==> src/core/ppol_map.svh <==
`ifndef PPOL_MAP_SVH
`define PPOL_MAP_SVH

// Register offsets
`define PPOL_OFF_INPUT_PINS   6'h00
`define PPOL_OFF_DIRECTION    6'h01
`define PPOL_OFF_OUTPUT_DATA  6'h02
`define PPOL_OFF_PULLUP_EN    6'h03
`define PPOL_OFF_CONTROL      6'h0c

// Field positions and reset values
`define PPOL_BBM_BIT          1
`define PPOL_PIN_BITS         4
`define PPOL_RST_DIRECTION    4'h0
`define PPOL_RST_OUTPUT_DATA  4'h0
`define PPOL_RST_PULLUP_EN    4'h0
`define PPOL_RST_BBM          1'h0
`define PPOL_RST_SYNC         4'h0

`endif

==> src/core/ppol_pkg.sv <==
package ppol_pkg;

	// Per-pin override bundle
	typedef struct packed {
		logic pullup_override_en;
		logic pullup_override_val;
		logic dir_override_en;
		logic dir_override_val;
		logic value_override_en;
		logic value_override_val;
		logic toggle_override_en;
		logic input_en_override_en;
		logic input_en_override_val;
	} ppol_ovr_t;

	// Register bus request
	typedef struct packed {
		logic [5:0] addr;
		logic [7:0] wdata;
		logic       wr;
		logic       rd;
	} ppol_bus_t;

	// Break-before-make sequencing
	typedef enum logic [0:0] {
		PPOL_BBM_IDLE = 1'b0,
		PPOL_BBM_HOLD = 1'b1
	} ppol_bbm_state_t;

endpackage

==> src/core/ppol_port.sv <==
// Implementation choice: strobed register access.
`include "ppol_map.svh"

// Function
// Pin3 reset-disable forces pullup on, driver off
// Pin3 input-enable override enable terms
// Pin3 input-enable override value AND
// Pin2 clock-out fuse drives system clock
// Pin2 input-enable override enable terms
// Pin2 input-enable override value terms
// Pin1 external clock forces pullup off, driver off
// Pin1 value override from clock or compare-B
// Pin1 input-enable override enable and value
// Pin0 input override; toggle override always zero
// Pin3 feeds pin-change source 3
// Control reserved bits read zero
// Control bit1 enables break-before-make
// New output inserts one tri-state cycle
// Output data register, four bits, reset zero
// Direction register, four bits, reset zero
// Input pins register returns pin levels
// Pullup follows override or pullup bit
// Driver follows override or direction bit
// Pin value follows override or data bit
// Input enable follows override or sleep state
// Pin0 value overridden by compare-A output
module ppol_port
	import ppol_pkg::*;
(
	// Clock and reset
	input  wire logic       clk,
	input  wire logic       srst,
	input  wire logic       clk_en,
	// Register port
	input  wire logic [5:0] bus_addr,
	input  wire logic [7:0] bus_wdata,
	input  wire logic       bus_wr,
	input  wire logic       bus_rd,
	output logic      [7:0] bus_rdata,
	// Configuration and alternate function sources
	input  wire logic       reset_pin_disable,
	input  wire logic       clock_output_fuse,
	input  wire logic       ext_main_clock_sel,
	input  wire logic       power_down_state,
	input  wire logic       sleep_input_off,
	input  wire logic       pin_change_irq_en,
	input  wire logic [3:0] pin_change_mask,
	input  wire logic [3:0] analog_disable,
	input  wire logic       ext_irq0,
	input  wire logic       compare_a_en,
	input  wire logic       compare_a_wave,
	input  wire logic       compare_b_en,
	input  wire logic       compare_b_wave,
	input  wire logic       sys_clock_level,
	// Pads
	input  wire logic [3:0] pin_in,
	output logic      [3:0] pin_out,
	output logic      [3:0] pin_oe,
	output logic      [3:0] pin_pullup,
	// Alternate digital inputs
	output logic      [3:0] alt_digital_input,
	output logic      [3:0] pin_change_src
);

	// --------------------------------------------------------------
	// Registers
	// --------------------------------------------------------------
	ppol_bus_t       bus;
	logic      [3:0] out_reg;
	logic      [3:0] dir_reg;
	logic      [3:0] pue_reg;
	logic            bbm_reg;
	logic      [3:0] drv_dir_reg;
	logic      [3:0] bbm_hold_reg;
	ppol_bbm_state_t bbm_state_reg;
	logic      [3:0] sync1_reg;
	logic      [3:0] sync2_reg;
	logic      [3:0] sync3_reg;
	logic      [3:0] in_reg;
	logic      [3:0] in_en;
	ppol_ovr_t       ovr [4];

	assign bus = '{addr: bus_addr, wdata: bus_wdata, wr: bus_wr, rd: bus_rd};

	function automatic logic sel(input logic en, input logic val, input logic dflt);
		return en ? val : dflt;
	endfunction

	function automatic logic hit(input ppol_bus_t b, input logic [5:0] off);
		return b.wr && (b.addr == off);
	endfunction

	// Read mux; unmapped offsets and the unused upper nibbles read zero
	function automatic logic [7:0] rd_mux(
		input logic [5:0] a,
		input logic [3:0] pins,
		input logic [3:0] dir,
		input logic [3:0] data,
		input logic [3:0] pue,
		input logic       bbm
	);
		case (a)
			`PPOL_OFF_INPUT_PINS:  return {4'h0, pins};
			`PPOL_OFF_DIRECTION:   return {4'h0, dir};
			`PPOL_OFF_OUTPUT_DATA: return {4'h0, data};
			`PPOL_OFF_PULLUP_EN:   return {4'h0, pue};
			`PPOL_OFF_CONTROL:     return {6'h00, bbm, 1'b0};
			default:               return 8'h00;
		endcase
	endfunction

	// --------------------------------------------------------------
	// Override table
	// --------------------------------------------------------------
	always_comb begin
		for (int i = 0; i < 4; i++) begin
			// Fields a pin does not use stay zero
			ovr[i] = '0;
		end
		// Pin 0
		ovr[0].pullup_override_en   = 1'b0;
		ovr[0].pullup_override_val  = 1'b0;
		ovr[0].dir_override_en      = 1'b0;
		ovr[0].dir_override_val     = 1'b0;
		ovr[0].value_override_en    = compare_a_en;
		ovr[0].value_override_val   = compare_a_wave;
		ovr[0].input_en_override_en = (pin_change_mask[0] & pin_change_irq_en)
			| analog_disable[0];
		ovr[0].input_en_override_val = pin_change_mask[0] & pin_change_irq_en;
		// Pin 1
		ovr[1].pullup_override_en  = ext_main_clock_sel;
		ovr[1].pullup_override_val = 1'b0;
		ovr[1].dir_override_en     = ext_main_clock_sel;
		ovr[1].dir_override_val    = 1'b0;
		ovr[1].value_override_en   = ext_main_clock_sel | compare_b_en;
		ovr[1].value_override_val  = ext_main_clock_sel & compare_b_wave;
		ovr[1].input_en_override_en = ext_main_clock_sel
			| (pin_change_mask[1] & pin_change_irq_en) | analog_disable[1];
		ovr[1].input_en_override_val = (ext_main_clock_sel & power_down_state)
			| (ext_main_clock_sel & pin_change_mask[1] & pin_change_irq_en);
		// Pin 2
		ovr[2].pullup_override_en  = clock_output_fuse;
		ovr[2].pullup_override_val = 1'b0;
		ovr[2].dir_override_en     = clock_output_fuse;
		ovr[2].dir_override_val    = 1'b1;
		ovr[2].value_override_en   = clock_output_fuse;
		ovr[2].value_override_val  = sys_clock_level;
		ovr[2].input_en_override_en = (pin_change_mask[2] & pin_change_irq_en)
			| analog_disable[2] | ext_irq0;
		ovr[2].input_en_override_val = (pin_change_mask[2] & pin_change_irq_en)
			| ext_irq0;
		// Pin 3
		ovr[3].pullup_override_en  = reset_pin_disable;
		ovr[3].pullup_override_val = 1'b1;
		ovr[3].dir_override_en     = reset_pin_disable;
		ovr[3].dir_override_val    = 1'b0;
		ovr[3].value_override_en   = 1'b0;
		ovr[3].value_override_val  = 1'b0;
		ovr[3].input_en_override_en = reset_pin_disable
			| (pin_change_mask[3] & pin_change_irq_en) | analog_disable[3];
		ovr[3].input_en_override_val = reset_pin_disable & pin_change_mask[3]
			& pin_change_irq_en;
		for (int i = 0; i < 4; i++) begin
			ovr[i].toggle_override_en = 1'b0;
		end
	end

	// --------------------------------------------------------------
	// Output data register
	// --------------------------------------------------------------
	// Writing ones to the input register toggles the data bits
	always_ff @(posedge clk) begin
		if (srst) begin
			out_reg <= `PPOL_RST_OUTPUT_DATA;
		end else if (clk_en) begin
			if (hit(bus, `PPOL_OFF_OUTPUT_DATA)) begin
				out_reg <= bus.wdata[3:0];
			end else if (hit(bus, `PPOL_OFF_INPUT_PINS)) begin
				out_reg <= out_reg ^ bus.wdata[3:0];
			end
		end
	end

	// --------------------------------------------------------------
	// Direction register
	// --------------------------------------------------------------
	always_ff @(posedge clk) begin
		if (srst) begin
			dir_reg <= `PPOL_RST_DIRECTION;
		end else if (clk_en) begin
			if (hit(bus, `PPOL_OFF_DIRECTION)) begin
				dir_reg <= bus.wdata[3:0];
			end
		end
	end

	// --------------------------------------------------------------
	// Pull-up enable register
	// --------------------------------------------------------------
	// Pull-up stays as set even while the pin drives
	always_ff @(posedge clk) begin
		if (srst) begin
			pue_reg <= `PPOL_RST_PULLUP_EN;
		end else if (clk_en) begin
			if (hit(bus, `PPOL_OFF_PULLUP_EN)) begin
				pue_reg <= bus.wdata[3:0];
			end
		end
	end

	// --------------------------------------------------------------
	// Control register
	// --------------------------------------------------------------
	// Only the break-before-make bit is stored; the rest reads zero
	always_ff @(posedge clk) begin
		if (srst) begin
			bbm_reg <= `PPOL_RST_BBM;
		end else if (clk_en) begin
			if (hit(bus, `PPOL_OFF_CONTROL)) begin
				bbm_reg <= bus.wdata[`PPOL_BBM_BIT];
			end
		end
	end

	// --------------------------------------------------------------
	// Break-before-make
	// --------------------------------------------------------------
	// A bit turning to output is held tri-state for one cycle
	always_ff @(posedge clk) begin
		if (srst) begin
			drv_dir_reg   <= `PPOL_RST_DIRECTION;
			bbm_hold_reg  <= 4'h0;
			bbm_state_reg <= PPOL_BBM_IDLE;
		end else if (clk_en) begin
			case (bbm_state_reg)
				PPOL_BBM_IDLE: begin
					bbm_hold_reg <= 4'h0;
					if (bbm_reg && (|(dir_reg & ~drv_dir_reg))) begin
						drv_dir_reg   <= dir_reg & drv_dir_reg;
						bbm_hold_reg  <= dir_reg & ~drv_dir_reg;
						bbm_state_reg <= PPOL_BBM_HOLD;
					end else begin
						drv_dir_reg <= dir_reg;
					end
				end
				PPOL_BBM_HOLD: begin
					// Held bits join the driven set one cycle late
					drv_dir_reg   <= dir_reg;
					bbm_hold_reg  <= 4'h0;
					bbm_state_reg <= PPOL_BBM_IDLE;
				end
				default: begin
					bbm_state_reg <= PPOL_BBM_IDLE;
				end
			endcase
		end
	end

	// --------------------------------------------------------------
	// Input synchroniser
	// --------------------------------------------------------------
	// The first stage may go metastable, so only the second reads it
	always_ff @(posedge clk) begin
		if (srst) begin
			sync1_reg <= `PPOL_RST_SYNC;
			sync2_reg <= `PPOL_RST_SYNC;
			sync3_reg <= `PPOL_RST_SYNC;
		end else if (clk_en) begin
			sync1_reg <= pin_in;
			sync2_reg <= sync1_reg;
			sync3_reg <= sync2_reg;
		end
	end

	// --------------------------------------------------------------
	// Input qualification
	// --------------------------------------------------------------
	// A level counts once two stages agree; a disabled input reads zero
	always_ff @(posedge clk) begin
		if (srst) begin
			in_reg <= `PPOL_RST_SYNC;
		end else if (clk_en) begin
			for (int i = 0; i < 4; i++) begin
				if (sync2_reg[i] == sync3_reg[i]) begin
					in_reg[i] <= sync3_reg[i] & in_en[i];
				end
			end
		end
	end

	// --------------------------------------------------------------
	// Input enable
	// --------------------------------------------------------------
	// Sleep gates every input that no alternate function holds open
	always_comb begin
		for (int i = 0; i < 4; i++) begin
			in_en[i] = sel(ovr[i].input_en_override_en, ovr[i].input_en_override_val,
				~sleep_input_off);
		end
	end

	// --------------------------------------------------------------
	// Driver enable
	// --------------------------------------------------------------
	// Registered so every output is a flop; costs one cycle of latency
	always_ff @(posedge clk) begin
		if (srst) begin
			pin_oe <= 4'h0;
		end else if (clk_en) begin
			for (int i = 0; i < 4; i++) begin
				pin_oe[i] <= sel(ovr[i].dir_override_en, ovr[i].dir_override_val,
					drv_dir_reg[i] & ~bbm_hold_reg[i]);
			end
		end
	end

	// --------------------------------------------------------------
	// Pad value
	// --------------------------------------------------------------
	// The toggle term is tied low but kept so the path stays complete
	always_ff @(posedge clk) begin
		if (srst) begin
			pin_out <= 4'h0;
		end else if (clk_en) begin
			for (int i = 0; i < 4; i++) begin
				pin_out[i] <= sel(ovr[i].value_override_en, ovr[i].value_override_val,
					out_reg[i] ^ ovr[i].toggle_override_en);
			end
		end
	end

	// --------------------------------------------------------------
	// Pull-up
	// --------------------------------------------------------------
	always_ff @(posedge clk) begin
		if (srst) begin
			pin_pullup <= 4'h0;
		end else if (clk_en) begin
			for (int i = 0; i < 4; i++) begin
				pin_pullup[i] <= sel(ovr[i].pullup_override_en, ovr[i].pullup_override_val,
					pue_reg[i]);
			end
		end
	end

	// --------------------------------------------------------------
	// Alternate inputs
	// --------------------------------------------------------------
	// Alternate digital inputs see the synchronised pad even while reads are gated; pin-change sources take the gated level
	always_ff @(posedge clk) begin
		if (srst) begin
			alt_digital_input <= 4'h0;
			pin_change_src    <= 4'h0;
		end else if (clk_en) begin
			alt_digital_input <= sync3_reg;
			pin_change_src    <= in_reg;
		end
	end

	// --------------------------------------------------------------
	// Read data
	// --------------------------------------------------------------
	// Read data stand for one cycle and return to zero after it
	always_ff @(posedge clk) begin
		if (srst) begin
			bus_rdata <= 8'h00;
		end else if (clk_en) begin
			if (bus.rd) begin
				bus_rdata <= rd_mux(bus.addr, in_reg, dir_reg, out_reg, pue_reg, bbm_reg);
			end else begin
				bus_rdata <= 8'h00;
			end
		end
	end

endmodule

==> config.mk <==
export PLATFORM = sky130hd
export DESIGN_NAME = ppol_port
export DESIGN_NICKNAME = d
export VERILOG_FILES = /design/src/core/ppol_pkg.sv /design/src/core/ppol_port.sv
export VERILOG_INCLUDE_DIRS = /design/src /design/src/core
export SDC_FILE = /design/constraint.sdc
export NUM_CORES = 1
export LEC_CHECK = 0
export BUFFER_PORTS_ARGS = -buffer_cell sky130_fd_sc_hd__buf_2
export CAP_MARGIN = 20
export CORE_AREA = 5 5 97 63
export DETAILED_ROUTE_END_ITERATION = 7
export DIE_AREA = 0 0 102 68
export PLACE_DENSITY = 0.83
export RECOVER_POWER = 50
export SLEW_MARGIN = 20
export SYNTH_ARGS = -nofsm -noshare
export SYNTH_HDL_FRONTEND = slang
export SYNTH_SLANG_ARGS = --single-unit
==> constraint.sdc <==
create_clock -name clk -period 2 [get_ports clk]
set_input_delay 0.4 -clock clk [delete_from_list [all_inputs] [get_ports clk]]
set_output_delay 0.4 -clock clk [all_outputs]
set_load 0.05 [all_outputs]
==> flow_summary.json <==
{
  "p_clk_share_pct": 38.8,
  "synthDominantCellAreaShare_pct": 44.2,
  "max_fclk_ghz": 0.627,
  "timing.final.hold_violations": 0,
  "post_synth_instance_area_um2": 2810,
  "simple_gate_share_of_the_synthesized_area_pct": 22.4,
  "maximum_number_of_pins_on_one_net_before_global_route_repair": 69,
  "hold_depth": 3,
  "via_per_inst": 5.52,
  "synth.cells.most_frequent": "sky130_fd_sc_hd__dfxtp_1 (62), sky130_fd_sc_hd__nor2_1 (46), sky130_fd_sc_hd__mux2i_1 (38), sky130_fd_sc_hd__a21oi_1 (23), sky130_fd_sc_hd__nand3_1 (17)",
  "synth.most_common_cell": "sky130_fd_sc_hd__dfxtp_1",
  "worst_path_fanout_max": 68,
  "unrepaired_setup_endpoints_after_global_routing": "no",
  "synthAdderAreaFrac_pct": 0,
  "synth_seq_cells": 62,
  "final_util_pct": 62.8,
  "antenna_found_initial": 0,
  "fin_hold_ws_ps": 315,
  "gr-usage-all-layers_pct": 19.8,
  "core.rowCount": 21,
  "clock_path_buffers": 2,
  "synth-seq-area-share_pct": 44.2,
  "cts_max_level": 3,
  "finalSetupTns_ps": 0,
  "post_route_cells_drive_above_1_share_pct": 24.3,
  "yosys-top-cells-area": "sky130_fd_sc_hd__dfxtp_1 (44%), sky130_fd_sc_hd__mux2i_1 (14%), sky130_fd_sc_hd__nor2_1 (6.1%)",
  "timing.max_cap.violations": 0,
  "internal-power_mw": 1.85,
  "fillers": 463,
  "period_needed_ps": 1590,
  "drc_errors": 0,
  "cts-root-buf": "sky130_fd_sc_hd__clkbuf_8",
  "synth_top_family_by_area": "simple AND/OR/NAND/NOR gates",
  "hp-class": "in2reg",
  "placedCellCount": 412,
  "area_delta_synth_final_pct": 16.9,
  "cts_hold_repair.buffers": 0,
  "slew_headroom_pct": 43.7,
  "syn-mean-instance-area_um2": 9.49,
  "pre_cts_ws_ps": 299,
  "cts-resized-gates": 0,
  "power.static_leakage_nw": 1.47,
  "pwr-share-comb_pct": 9.5,
  "number_of_enable_flip_flop_cells_after_synthesis": 0,
  "initial_core_util_pct": 53.7,
  "switching_portion_of_total_power_pct": 24.4,
  "synth-main-ff-cell": "sky130_fd_sc_hd__dfxtp_1",
  "finish.cell_count_without_fillers": 427,
  "ioPinCount": 71,
  "number_of_global_route_vias_before_repair": 2268,
  "cts.clk_slew.worst_paths_ps": 60,
  "route.final.wire_length_um": 6390,
  "tritoncts_clock_tree": "done",
  "cp.required_ps": 2270,
  "antenna-diode-count": 0,
  "post_synth_num_cell_types": 41,
  "clk-insertion-delay-late_ps": 330,
  "irDropWorstVdd_v": 0.000397,
  "grt_pass1_wl_um": 10500,
  "setup.worst_path.start_class": "primary input",
  "final_power_mw": 2.44,
  "power.density_nw_per_um2": 744,
  "die-height_um": 68,
  "dpl_cell_area_um2": 3130,
  "synth_cells": 296,
  "synthesis.yosys.warnings": 0,
  "setup_ws_ps": 406,
  "die_area_um2": 6940,
  "outcome": "finished, final reports clean",
  "fin_crit_sh_pct": 79.7,
  "final_area_um2": 3280,
  "slew_violations": 0,
  "synth-xor-area-share_pct": 0,
  "detail_route.first_pass.iterations": 4,
  "die_width_um": 102,
  "critPathKind": "in2reg",
  "grt_overflow": 0,
  "netlist.top_cell.by_area": "sky130_fd_sc_hd__dfxtp_1",
  "via_count": 2359,
  "synthArstFlopShare_pct": 0,
  "power.switching_mw": 0.597,
  "tritoncts_num_sinks": 62,
  "number_of_design_rule_violations_left_by_the_first_detailed_router_iteration": 131,
  "post_cts.repair.setup_buffers": 0,
  "nets": 397,
  "worst-r2r-cell-count": 4,
  "cp.arrival_ps": 1860,
  "power.share.sequential_pct": 51.7,
  "tightestPinTransition_ps": 844,
  "setup.worst_path.end_class": "flop",
  "muxShareOfSynthArea_pct": 16.7,
  "finClkSkew_ps": 5.10,
  "gp_congestion": 0.898,
  "finalSetupViolations": 0,
  "compound_gate_portion_of_the_synthesized_area_pct": 11.3,
  "buffer_ports.inserted": 62,
  "cts-buffers-inserted": 9,
  "detailedPlacementHpwl_um": 4650,
  "route.antenna.remaining_nets": 0,
  "floorplan.core_area_um2": 5230,
  "routedWlPerCell_um": 15.0
}
[worst paths after layout]
kind                                 startpoint               to  slack [ps]
worst max-delay path                     clk_en     bus_rdata[0]         410
worst min-delay path                  pin_in[2]     sync1_reg[2]         310
worst max register to register       dir_reg[3]    bbm_state_reg         650
worst min register to register  bbm_hold_reg[2]  bbm_hold_reg[2]         470
[logic make-up after synthesis]
logic type             count (synthesis)
buffers and inverters                 27
AO/OA/AOI/OAI                         49
other                                  1
AND/OR/NAND/NOR                      114
multiplexers                          43
flip-flops                            62
[per-layer routing]
layer | GRT usage [%] | vias up | routed length (um) | part of all wire [%]
met5 | 0 | - | 0 | 0
met3 | 6.82 | 5 | 377 | 5.9
met4 | 5.07 | 0 | 15 | 0.23
li1 | - | 1160 | - | -
met2 | 31.6 | 60 | 2980 | 47
met1 | 25.7 | 1134 | 3010 | 47
[power groups by stage]
| stage | combinational (mW) | sequential, mW | clock (mW) |
|---|---|---|---|
| 2_1_floorplan | 0.141 | 1.31 | 0 |
| 3_3_place_gp | 0.229 | 1.29 | 0 |
| 3_5_place_dp | 0.235 | 1.29 | 0 |
| 4_1_cts | 0.236 | 1.26 | 0.972 |
| 5_1_grt | 0.253 | 1.26 | 1.04 |
| 6_report | 0.232 | 1.26 | 0.947 |
[layout by cell type, fill, tap and decap left out, types with 4 or more instances in the layout]
cell,count
sky130_fd_sc_hd__a211oi_1,6
sky130_fd_sc_hd__a21oi_1,23
sky130_fd_sc_hd__a31oi_1,5
sky130_fd_sc_hd__buf_2,61
sky130_fd_sc_hd__clkbuf_8,11
sky130_fd_sc_hd__conb_1,4
sky130_fd_sc_hd__dfxtp_1,62
sky130_fd_sc_hd__inv_1,5
sky130_fd_sc_hd__mux2i_1,38
sky130_fd_sc_hd__nand2_1,7
sky130_fd_sc_hd__nand2b_1,15
sky130_fd_sc_hd__nand3_1,17
sky130_fd_sc_hd__nand4b_1,4
sky130_fd_sc_hd__nor2_1,46
sky130_fd_sc_hd__nor2b_1,5
sky130_fd_sc_hd__nor3_1,5
sky130_fd_sc_hd__o21ai_1,4
[area by class of cell]
| cell class | instances | area [um^2] | area share [%] |
|---|---|---|---|
| clock buffers | 14 | 163 | 4.95 |
| clock inverters | 1 | 5.00 | 0.152 |
| inverters | 5 | 18.8 | 0.572 |
| multi-input cells | 210 | 1430 | 43.6 |
| flip-flops and latches | 62 | 1240 | 37.8 |
| well taps | 69 | 86.3 | 2.63 |
| repair buffers | 66 | 339 | 10.3 |
[worst max-delay path, cell delays in order]
cell and delay [ps]:
sky130_fd_sc_hd__buf_2 80, sky130_fd_sc_hd__clkbuf_4 660, sky130_fd_sc_hd__and4bb_1 410, sky130_fd_sc_hd__nand3_1 130
sky130_fd_sc_hd__a21oi_1 170
Note: power is estimated with default switching activity, not from simulation.
